`config.mk`:
```
export PLATFORM = sky130hd
export DESIGN_NAME = csf_top
export DESIGN_NICKNAME = d
export VERILOG_FILES = /design/src/shared/csf_pkg.sv /design/src/core/csf_mag_cmp.sv /design/src/core/csf_sync.sv /design/src/core/csf_top.sv
export VERILOG_INCLUDE_DIRS = /design/src /design/src/shared
export SDC_FILE = /design/constraint.sdc
export NUM_CORES = 2
export LEC_CHECK = 0
export BUFFER_PORTS_ARGS = -buffer_cell sky130_fd_sc_hd__buf_4
export CAP_MARGIN = 20
export CORE_ASPECT_RATIO = 1.5
export CORE_UTILIZATION = 60
export CTS_CLUSTER_DIAMETER = 100
export DETAILED_ROUTE_END_ITERATION = 8
export GPL_TIMING_DRIVEN = 0
export PLACE_DENSITY = 0.79
export REMOVE_ABC_BUFFERS = 1
export SYNTH_ARGS = -nofsm -noshare
export SYNTH_HDL_FRONTEND = slang
export SYNTH_SLANG_ARGS = --single-unit
```
`constraint.sdc`:
```
create_clock -name sys_clk -period 25.7 [get_ports sys_clk]
set_input_delay 1.285 -clock sys_clk [delete_from_list [all_inputs] [get_ports sys_clk]]
set_output_delay 1.285 -clock sys_clk [all_outputs]
set_load 0.02 [all_outputs]
```
`src/shared/csf_defines.svh`:
```
// register indices, field positions and reset values of the cutter status flags
`ifndef CSF_DEFINES_SVH
`define CSF_DEFINES_SVH
`define CSF_AW 5
`define CSF_DW 32
`define CSF_VW 16
`define CSF_NREG 5'd21
`define CSF_R_STATUS 5'd0
`define CSF_R_CUT_LIM 5'd1
`define CSF_R_FEED_LIM 5'd2
`define CSF_R_DAN_LIM 5'd3
`define CSF_R_CUT_MAXC 5'd4
`define CSF_R_FEED_MAXC 5'd5
`define CSF_R_DAN_MAXC 5'd6
`define CSF_R_MZERO 5'd7
`define CSF_R_VZERO 5'd8
`define CSF_R_REV_LIM 5'd9
`define CSF_R_HOME_LO 5'd10
`define CSF_R_HOME_HI 5'd11
`define CSF_R_CUT_POS 5'd12
`define CSF_R_MARK_LO 5'd13
`define CSF_R_MARK_HI 5'd14
`define CSF_R_THK_LO 5'd15
`define CSF_R_THK_HI 5'd16
`define CSF_R_CFG 5'd17
`define CSF_R_MISS_LIM 5'd18
`define CSF_R_TOL 5'd19
`define CSF_R_OUT_SEL 5'd20
`define CSF_RST_VAL 32'h0
`define CSF_CFG_MARK_EN 0
`define CSF_CFG_THK_LSB 1
`define CSF_THK_OFF 2'h0
`define CSF_THK_IN 2'h1
`define CSF_THK_OUT 2'h2
`define CSF_SEL_W 5
`define CSF_NOUT 4
`define CSF_F_READY 1
`define CSF_F_ALM_CUT 2
`define CSF_F_HOME 3
`define CSF_F_ERROR 4
`define CSF_F_HOMED 5
`define CSF_F_AUTO 6
`define CSF_F_VCUT 7
`define CSF_F_NO_MARK 8
`define CSF_F_LEARNED 9
`define CSF_F_MARK_WIN 10
`define CSF_F_MST_MOV 11
`define CSF_F_VM_MOV 12
`define CSF_F_REV 13
`define CSF_F_SAT_CUT 14
`define CSF_F_THK 15
`define CSF_F_WASTE 16
`define CSF_F_ALM_FEED 22
`define CSF_F_SAT_FEED 23
`define CSF_F_DAN_ALM 24
`define CSF_F_SAT_DAN 25
`define CSF_NCMP 6
`endif

```
`src/shared/csf_pkg.sv`:
```
// types shared by the cutter status flag design
`include "csf_defines.svh"
package csf_pkg;
  typedef struct packed {
    logic init_done;
    logic selftest_ok;
    logic op_error;
    logic homing_fin;
    logic jog_active;
    logic sync_end;
    logic cut_done;
    logic test_cut;
    logic sheet_end;
    logic mark_seen;
    logic teach_ok;
    logic mst_step;
    logic mst_back;
    logic cut_busy;
    logic roll_still;
    logic signed [`CSF_VW-1:0] cut_err;
    logic signed [`CSF_VW-1:0] feed_err;
    logic signed [`CSF_VW-1:0] cut_corr;
    logic signed [`CSF_VW-1:0] feed_corr;
    logic signed [`CSF_VW-1:0] dan_corr;
    logic signed [`CSF_VW-1:0] len_dev;
    logic [`CSF_VW-1:0] knife_pos;
    logic [`CSF_VW-1:0] mst_speed;
    logic [`CSF_VW-1:0] vm_freq;
    logic [`CSF_VW-1:0] dan_val;
  } csf_state_t;
  typedef enum logic [1:0] {
    CSF_IDLE = 2'h0,
    CSF_RUN = 2'h1,
    CSF_STOPPING = 2'h3
  } csf_auto_t;
endpackage : csf_pkg
```
`src/core/csf_mag_cmp.sv`:
```
// magnitude of a signed value against an unsigned limit
`timescale 1ns/1ps
`default_nettype none
module csf_mag_cmp (
  input wire logic signed [15:0] val,
  input wire logic [15:0] lim,
  output logic over,
  output logic reach
);
  // widened so that the most negative value has a magnitude
  wire logic signed [16:0] wide = {val[15], val};
  wire logic [16:0] mag = wide[16] ? 17'(-wide) : 17'(wide);
  assign over = mag > {1'b0, lim};
  assign reach = mag >= {1'b0, lim};
endmodule : csf_mag_cmp
`default_nettype wire

```
`src/core/csf_sync.sv`:
```
// two-flop synchroniser for a group of pin levels
`timescale 1ns/1ps
`default_nettype none
module csf_sync #(
  parameter int W = 3
) (
  input wire logic sys_clk,
  input wire logic rst_n,
  input wire logic [W-1:0] d,
  output logic [W-1:0] q
);
  logic [W-1:0] meta;
  genvar i;
  for (i = 0; i < W; i++) begin : g_bit
    always_ff @(posedge sys_clk or negedge rst_n) begin
      if (!rst_n) begin
        meta[i] <= 1'b0;
        q[i] <= 1'b0;
      end else begin
        meta[i] <= d[i];
        q[i] <= meta[i];
      end
    end
  end
endmodule : csf_sync
`default_nettype wire

```
`src/core/csf_top.sv`:
```
// status flag generator for the rotary cutter and feeding roll controller
//
// Contract
// - ready only after init and good self-test
// - cutter alarm when position error beyond limit
// - home high inside home window only
// - error flag follows detected operational error
// - homed set by homing, cleared by jog/disable
// - auto held while run, drops after cut standstill
// - virtual cut pulse at cut position, ends sync
// - missing mark after configured sheets without mark
// - learned flag after successful mark teach
// - mark window flag, always high when disabled
// - master moving above master standstill threshold
// - virtual master moving above its threshold
// - reverse flag by distance, cleared forward or clear
// - cutter correction saturation at maximum
// - thickness window per mode and positions
// - waste cut outside tolerance or test cut
// - feeder alarm when error beyond limit
// - feeder correction saturation at maximum
// - dancer alarm above dancer limit
// - dancer correction saturation at maximum
// - routed hardware output mirrors selected flag
// - all flags readable over the register port
//
// The address-and-strobe port and the placing of the registers were decided locally.
`timescale 1ns/1ps
`default_nettype none
`include "csf_defines.svh"
module csf_top
  import csf_pkg::*;
(
  input wire logic sys_clk,
  input wire logic nrst,
  input wire csf_state_t st,
  input wire logic run_pin,
  input wire logic enable_pin,
  input wire logic clear_pin,
  input wire logic [`CSF_AW-1:0] addr,
  input wire logic [`CSF_DW-1:0] wdata,
  input wire logic wr,
  input wire logic rd,
  output logic [`CSF_DW-1:0] rdata,
  output logic [31:0] flags,
  output logic [`CSF_NOUT-1:0] hw_out
);
  logic rst_meta;
  logic rst_n;
  logic [`CSF_DW-1:0] cfg [1:20];
  logic [2:0] pin_s;
  logic ready;
  logic homed;
  logic vcut;
  logic no_mark;
  logic learned;
  logic rev;
  logic waste;
  logic [15:0] miss_cnt;
  logic [15:0] rev_dist;
  logic [15:0] knife_q;
  csf_auto_t auto_st;
  csf_auto_t next_auto;

  function automatic logic in_win(input logic [15:0] p, input logic [15:0] lo,
                                  input logic [15:0] hi);
    // a window with lo above hi wraps through zero
    if (lo <= hi) begin
      in_win = (p >= lo) && (p <= hi);
    end else begin
      in_win = (p >= lo) || (p <= hi);
    end
  endfunction : in_win

  always_ff @(posedge sys_clk or negedge nrst) begin
    if (!nrst) begin
      rst_meta <= 1'b0;
      rst_n <= 1'b0;
    end else begin
      rst_meta <= 1'b1;
      rst_n <= rst_meta;
    end
  end

  csf_sync #(.W(3)) u_sync (
    .sys_clk(sys_clk),
    .rst_n(rst_n),
    .d({clear_pin, enable_pin, run_pin}),
    .q(pin_s)
  );
  wire logic run_s = pin_s[0];
  wire logic en_s = pin_s[1];
  wire logic clr_s = pin_s[2];

  // register port
  wire logic cfg_hit = (addr != `CSF_R_STATUS) && (addr < `CSF_NREG);
  wire logic [`CSF_DW-1:0] rd_val = (addr == `CSF_R_STATUS) ? flags :
                                    cfg_hit ? cfg[addr] : `CSF_RST_VAL;

  always_ff @(posedge sys_clk or negedge rst_n) begin
    if (!rst_n) begin
      for (int i = 1; i <= 20; i++) begin
        cfg[i] <= `CSF_RST_VAL;
      end
    end else if (wr && cfg_hit) begin
      cfg[addr] <= wdata;
    end
  end

  always_ff @(posedge sys_clk or negedge rst_n) begin
    if (!rst_n) begin
      rdata <= `CSF_RST_VAL;
    end else if (rd) begin
      rdata <= rd_val;
    end
  end

  wire logic [15:0] cut_lim = cfg[`CSF_R_CUT_LIM][15:0];
  wire logic [15:0] feed_lim = cfg[`CSF_R_FEED_LIM][15:0];
  wire logic [15:0] dan_lim = cfg[`CSF_R_DAN_LIM][15:0];
  wire logic [15:0] rev_lim = cfg[`CSF_R_REV_LIM][15:0];
  wire logic [15:0] miss_lim = cfg[`CSF_R_MISS_LIM][15:0];
  wire logic [15:0] cut_pos = cfg[`CSF_R_CUT_POS][15:0];
  wire logic [31:0] cfg_w = cfg[`CSF_R_CFG];
  wire logic mark_en = cfg_w[`CSF_CFG_MARK_EN];
  wire logic [1:0] thk_mode = cfg_w[`CSF_CFG_THK_LSB +: 2];

  // magnitude comparators, one per signed quantity
  logic signed [15:0] cmp_val [0:`CSF_NCMP-1];
  logic [15:0] cmp_lim [0:`CSF_NCMP-1];
  logic [`CSF_NCMP-1:0] cmp_over;
  logic [`CSF_NCMP-1:0] cmp_reach;
  assign cmp_val[0] = st.cut_err;
  assign cmp_val[1] = st.feed_err;
  assign cmp_val[2] = st.cut_corr;
  assign cmp_val[3] = st.feed_corr;
  assign cmp_val[4] = st.dan_corr;
  assign cmp_val[5] = st.len_dev;
  assign cmp_lim[0] = cut_lim;
  assign cmp_lim[1] = feed_lim;
  assign cmp_lim[2] = cfg[`CSF_R_CUT_MAXC][15:0];
  assign cmp_lim[3] = cfg[`CSF_R_FEED_MAXC][15:0];
  assign cmp_lim[4] = cfg[`CSF_R_DAN_MAXC][15:0];
  assign cmp_lim[5] = cfg[`CSF_R_TOL][15:0];
  genvar c;
  for (c = 0; c < `CSF_NCMP; c++) begin : g_cmp
    csf_mag_cmp u_cmp (
      .val(cmp_val[c]),
      .lim(cmp_lim[c]),
      .over(cmp_over[c]),
      .reach(cmp_reach[c])
    );
  end

  wire logic home_in = in_win(st.knife_pos, cfg[`CSF_R_HOME_LO][15:0],
                              cfg[`CSF_R_HOME_HI][15:0]);
  wire logic mark_in = in_win(st.knife_pos, cfg[`CSF_R_MARK_LO][15:0],
                              cfg[`CSF_R_MARK_HI][15:0]);
  wire logic thk_in = in_win(st.knife_pos, cfg[`CSF_R_THK_LO][15:0],
                             cfg[`CSF_R_THK_HI][15:0]);
  wire logic thk_flag = (thk_mode == `CSF_THK_IN) ? thk_in :
                        (thk_mode == `CSF_THK_OUT) ? !thk_in : 1'b0;
  wire logic cut_hit = (st.knife_pos == cut_pos) && (knife_q != cut_pos);
  wire logic home_lost = st.jog_active || !en_s;
  wire logic [15:0] miss_nxt = (miss_cnt == 16'hffff) ? miss_cnt : miss_cnt + 16'h1;
  wire logic back = st.mst_step && st.mst_back;
  wire logic fwd = st.mst_step && !st.mst_back;

  // automatic operation
  always_comb begin
    next_auto = auto_st;
    case (auto_st)
      CSF_IDLE: begin
        if (run_s) begin
          next_auto = CSF_RUN;
        end
      end
      CSF_RUN: begin
        if (!run_s) begin
          next_auto = CSF_STOPPING;
        end
      end
      CSF_STOPPING: begin
        if (run_s) begin
          next_auto = CSF_RUN;
        end else if (!st.cut_busy && st.roll_still) begin
          next_auto = CSF_IDLE;
        end
      end
      default: begin
        next_auto = CSF_IDLE;
      end
    endcase
  end

  always_ff @(posedge sys_clk or negedge rst_n) begin
    if (!rst_n) begin
      auto_st <= CSF_IDLE;
      knife_q <= 16'h0;
    end else begin
      auto_st <= next_auto;
      knife_q <= st.knife_pos;
    end
  end

  // sticky flags; a set in the same cycle as its clear wins
  always_ff @(posedge sys_clk or negedge rst_n) begin
    if (!rst_n) begin
      ready <= 1'b0;
      homed <= 1'b0;
      learned <= 1'b0;
      vcut <= 1'b0;
      waste <= 1'b0;
    end else begin
      if (st.init_done && st.selftest_ok) begin
        ready <= 1'b1;
      end
      if (st.homing_fin) begin
        homed <= 1'b1;
      end else if (home_lost) begin
        homed <= 1'b0;
      end
      if (st.teach_ok) begin
        learned <= 1'b1;
      end
      if (cut_hit) begin
        vcut <= 1'b1;
      end else if (st.sync_end) begin
        vcut <= 1'b0;
      end
      if (st.cut_done) begin
        waste <= st.test_cut || cmp_over[5];
      end
    end
  end

  // missing printmark: sheets counted since the last accepted mark
  always_ff @(posedge sys_clk or negedge rst_n) begin
    if (!rst_n) begin
      miss_cnt <= 16'h0;
      no_mark <= 1'b0;
    end else if (st.mark_seen) begin
      miss_cnt <= 16'h0;
      no_mark <= 1'b0;
    end else if (st.sheet_end) begin
      miss_cnt <= miss_nxt;
      if (miss_lim != 16'h0 && miss_nxt >= miss_lim) begin
        no_mark <= 1'b1;
      end
    end
  end

  // reverse travel, distance counted in master steps
  always_ff @(posedge sys_clk or negedge rst_n) begin
    if (!rst_n) begin
      rev_dist <= 16'h0;
      rev <= 1'b0;
    end else begin
      if (clr_s) begin
        rev_dist <= 16'h0;
      end else if (back && rev_dist != 16'hffff) begin
        rev_dist <= rev_dist + 16'h1;
      end else if (fwd && rev_dist != 16'h0) begin
        rev_dist <= rev_dist - 16'h1;
      end
      // set wins over clear; the zeroed count drops the flag one cycle later
      if (rev_dist > rev_lim) begin
        rev <= 1'b1;
      end else if (clr_s || rev_dist == 16'h0) begin
        rev <= 1'b0;
      end
    end
  end

  // flag vector; slots not listed stay low
  logic [31:0] next_flags;
  always_comb begin
    next_flags = 32'h0;
    next_flags[`CSF_F_READY] = ready;
    next_flags[`CSF_F_ALM_CUT] = cmp_over[0];
    next_flags[`CSF_F_HOME] = home_in;
    next_flags[`CSF_F_ERROR] = st.op_error;
    next_flags[`CSF_F_HOMED] = homed;
    next_flags[`CSF_F_AUTO] = (auto_st != CSF_IDLE);
    next_flags[`CSF_F_VCUT] = vcut;
    next_flags[`CSF_F_NO_MARK] = no_mark;
    next_flags[`CSF_F_LEARNED] = learned;
    next_flags[`CSF_F_MARK_WIN] = !mark_en || mark_in;
    next_flags[`CSF_F_MST_MOV] = st.mst_speed > cfg[`CSF_R_MZERO][15:0];
    next_flags[`CSF_F_VM_MOV] = st.vm_freq > cfg[`CSF_R_VZERO][15:0];
    next_flags[`CSF_F_REV] = rev;
    next_flags[`CSF_F_SAT_CUT] = cmp_reach[2];
    next_flags[`CSF_F_THK] = thk_flag;
    next_flags[`CSF_F_WASTE] = waste;
    next_flags[`CSF_F_ALM_FEED] = cmp_over[1];
    next_flags[`CSF_F_SAT_FEED] = cmp_reach[3];
    next_flags[`CSF_F_DAN_ALM] = st.dan_val > dan_lim;
    next_flags[`CSF_F_SAT_DAN] = cmp_reach[4];
  end

  always_ff @(posedge sys_clk or negedge rst_n) begin
    if (!rst_n) begin
      flags <= 32'h0;
    end else begin
      flags <= next_flags;
    end
  end

  // hardware outputs, each routed from one selectable flag
  wire logic [31:0] sel_w = cfg[`CSF_R_OUT_SEL];
  genvar k;
  for (k = 0; k < `CSF_NOUT; k++) begin : g_out
    wire logic [`CSF_SEL_W-1:0] sel = sel_w[k*`CSF_SEL_W +: `CSF_SEL_W];
    always_ff @(posedge sys_clk or negedge rst_n) begin
      if (!rst_n) begin
        hw_out[k] <= 1'b0;
      end else begin
        hw_out[k] <= flags[sel];
      end
    end
  end
endmodule : csf_top
`default_nettype wire

```
==> impl_metrics.csv <==
group,metric,value,unit
drt,drc_errors,0,
critical_path,timing_worst_setup_path_type,"primary input to register",
placement,dp_cells,4977,
power,ir_drop,0.04226,mV
timing,final-hold-violation-count,0,
placement,numPortBuffers,274,
layout,stdcell_count,5109,
global_routing,antenna_found_initial,7,
cts,cts_buffers,74,
cts,clock_path_buffers,3,
drt,drt_wl_total,130800,um
floorplan,fp.coreArea,0.07403,mm^2
drt,antenna_left,0,
cts,clock_latency,0.63,ns
layout,final_nets,4624,
global_routing,grt_max_degree,79,
logic_synthesis,synth_cell_type_count,88,
critical_path,max_stage_delay,0.81,ns
logic_synthesis,synth-seq-cells,761,
logic_synthesis,synth_ff_type,"dfrtp_1",
layout,final_cell_area,0.05052,mm^2
cts,cts_tree,"done",
global_routing,grt_usage,35.03,%
logic_synthesis,yosys_warnings,0,
timing,setup_viol,0,
cts,cts-root-buf,"clkbuf_16",
layout,synthToLayoutAreaGrowth,12.16,%
logic_synthesis,synth.avg_cell_area,11.53,um^2
critical_path,reg2reg_setup_slack,21.94,ns
placement,place_area,0.04805,mm^2
timing,rsz0062_at_grt,"false",
critical_path,crit_top_cell,"buf_8",
logic_synthesis,synth_edf_count,0,
critical_path,critPathMaxFanout,53,
power,finalPower,3.869,mW
drt,vias_per_cell,6.490,
floorplan,die_area,0.07619,mm^2
placement,dp_hpwl,90940,um
cts,cts_resized,0,
logic_synthesis,synth_top_cell_by_area,"dfrtp_1",
timing,fin_crit_sh,15.95,%
floorplan,dieHeight,337.6,um
critical_path,critPathLaunchType,"primary input",
timing,clock_skew,0.01874,ns
critical_path,arrival,4.61,ns
critical_path,worstPathCellList,"buf_4 -> nor2b_2 -> buf_8 -> nand3_1 -> nor3b_4 -> buf_8 -> buf_8 -> mux2_2",
outcome,status,"finished clean",
timing,max_slew_margin,25.45,%
drt,drt-pass1-iter-count,8,
logic_synthesis,yosysTopAreaCellShare,42.28,%
floorplan,die_width,225.7,um
layout,layout_commonest_cell,"dfrtp_1",
layout,final_layout_size_suffix_gt1_share,28.29,%
critical_path,worstReg2RegStart,"rev_dist[10]",
power,leakage,23.37,nW
hold_path,hp-class,"register to asynchronous set/reset pin",
logic_synthesis,synth_area_leaders,"dfrtp_1, mux2_2, ha_1, mux4_2, inv_1",
layout,final_cell_mix,"dfrtp_1, mux2_2, ha_1",
cts,postCtsHoldBufs,0,
cts,clkTransAtPathRegs,0.06,ns
logic_synthesis,synth_area,0.04504,mm^2
cts,htree_levels,3,
critical_path,slowest_stage,"nor3b_4",
power,powerDensity,76.58,mW/mm^2
timing,worst_pin_slew,1.116,ns
floorplan,rows,122,
floorplan,initial_core_util,60.84,%
logic_synthesis,seq_area_frac_synth,42.28,%
global_routing,grt_pass1_wl,199400,um
cts,clock-sinks,761,
drt,avgRoutedWirePerCell,25.60,um
layout,layout.area.seq,0.01905,mm^2
run,max_cap_violations,0,
timing,max_freq,244.0,MHz
placement,gp_congestion,0.9359,
global_routing,grt_pass1_vias,33754,
logic_synthesis,syn-instance-count,3908,
critical_path,worstReg2RegEnd,"rev_dist[15]",
critical_path,r2r_cells,11,
drt,routed-via-count,33158,
floorplan,io_pins,287,
layout,multiInputGateArea,0.02358,mm^2
critical_path,required,26.21,ns
critical_path,worst_setup_path_end_kind,"register",
global_routing,overflow,0,
timing,final.min_clock_period,4.099,ns
drt,drt_iter0_markers,2970,
cts,post_cts_buffers,0,
logic_synthesis,ys_async_sr_fraction,100.0,%
layout,fillCellCount,5149,
timing,setup_tns,0,ns
timing,slew_viol_final,0,
==> where the power goes <==
| part | internal (mW) | switching [mW] |
|---|---|---|
| clock network | 0.640 | 0.479 |
| logic | 0.544 | 0.559 |
| registers | 1.43 | 0.215 |
==> kinds of logic after synthesis <==
logic type,synth area share [%]
compound gates,9.678
mux,22.50
fa+ha+maj,9.561
buf+inv,5.703
other cells,0.01667
xor+xnor,2.819
simple gates,7.447
flops,42.28
==> cell type report <==
| type | instances | area share (%) |
|---|---|---|
| Sequential cell | 761 | 37.70 |
| Antenna cell | 2 | 0.009906 |
| Inverter | 301 | 2.236 |
| Timing Repair Buffer | 323 | 6.125 |
| Tap cell | 992 | 2.457 |
| Multi-Input combinational cell | 2602 | 46.67 |
| Clock buffer | 101 | 4.126 |
| Clock inverter | 27 | 0.6786 |
==> synthesized netlist by cell type, types with 5 or more instances <==
cell type  instances
mux4_2           123
xnor2_1          110
or4_1              7
o31ai_1           29
o22a_1             9
o41ai_1           13
buf_4             27
o211ai_1          15
a221oi_1           6
xor2_1            35
nand4_1           74
or3_1             16
inv_1            300
a21oi_1          173
o21ai_0          197
o21ai_1            8
clkbuf_1          96
or2_2              7
a22oi_1           49
ha_1             341
nor2_1            99
buf_6             14
nor3_1            33
mux2_2           551
buf_1              5
clkbuf_8           5
buf_2            100
o22ai_1           17
a41oi_1            9
nand2b_1          49
o21a_1            13
nor2b_1           31
dfrtp_1          761
nand3_1           29
nor4_1            29
a22o_1            19
nand2_1          251
a211oi_1          30
a31oi_1           13
a21o_1            63
mux4_1            30
mux2i_1           37
==> through the flow <==
step | setup WS, ns | utilization [%] | hold WS, ns
after floorplan | 2.917 | - | 0.3312
after global placement | -5.521 | 63.41 | 0.3333
after detailed placement | 21.05 | 64.90 | 0.2252
after CTS | 21.66 | 68.18 | 0.2367
after global routing | 21.56 | 68.24 | 0.2516
final | 21.60 | 68.24 | 0.2236
==> how the worst max path moves through the flow <==
| stage | cells past startpoint | slack, ns | end | from |
|---|---|---|---|---|
| floorplan | 0 | 2.92 | auto_st[0] | rst_n |
| global placement | 0 | -5.52 | cfg[486] | rst_n |
| detailed placement | 5 | 21.05 | cfg[140] | addr[2] |
| CTS | 5 | 21.66 | cfg[130] | addr[2] |
| global route | 8 | 21.56 | cfg[192] | addr[3] |
| finish | 8 | 21.60 | cfg[192] | addr[3] |
==> layer usage <==
layer	wire, um	track usage (%)
met5	21	0
met4	8632	21.71
met3	11100	6.605
met2	61470	56.03
met1	49560	44.02
==> flip-flops by register name, indices dropped and copies added, names as in the netlist, 2 cells and up <==
name / count
cfg: 576
cfg_w: 32
rdata: 32
sel_w: 32
flags: 20
knife_q: 16
miss_cnt: 16
rev_dist: 16
hw_out: 4
u_sync.meta: 3
u_sync.q: 3
auto_st: 2
==> critical path, delay by kind of cell <==
family,cells,cell delay (ns)
multiplexers,1,0.35
buffers and inverters,4,1.38
AND/OR/NAND/NOR,3,1.47
No activity file was read; power rests on OpenSTA's default activity.
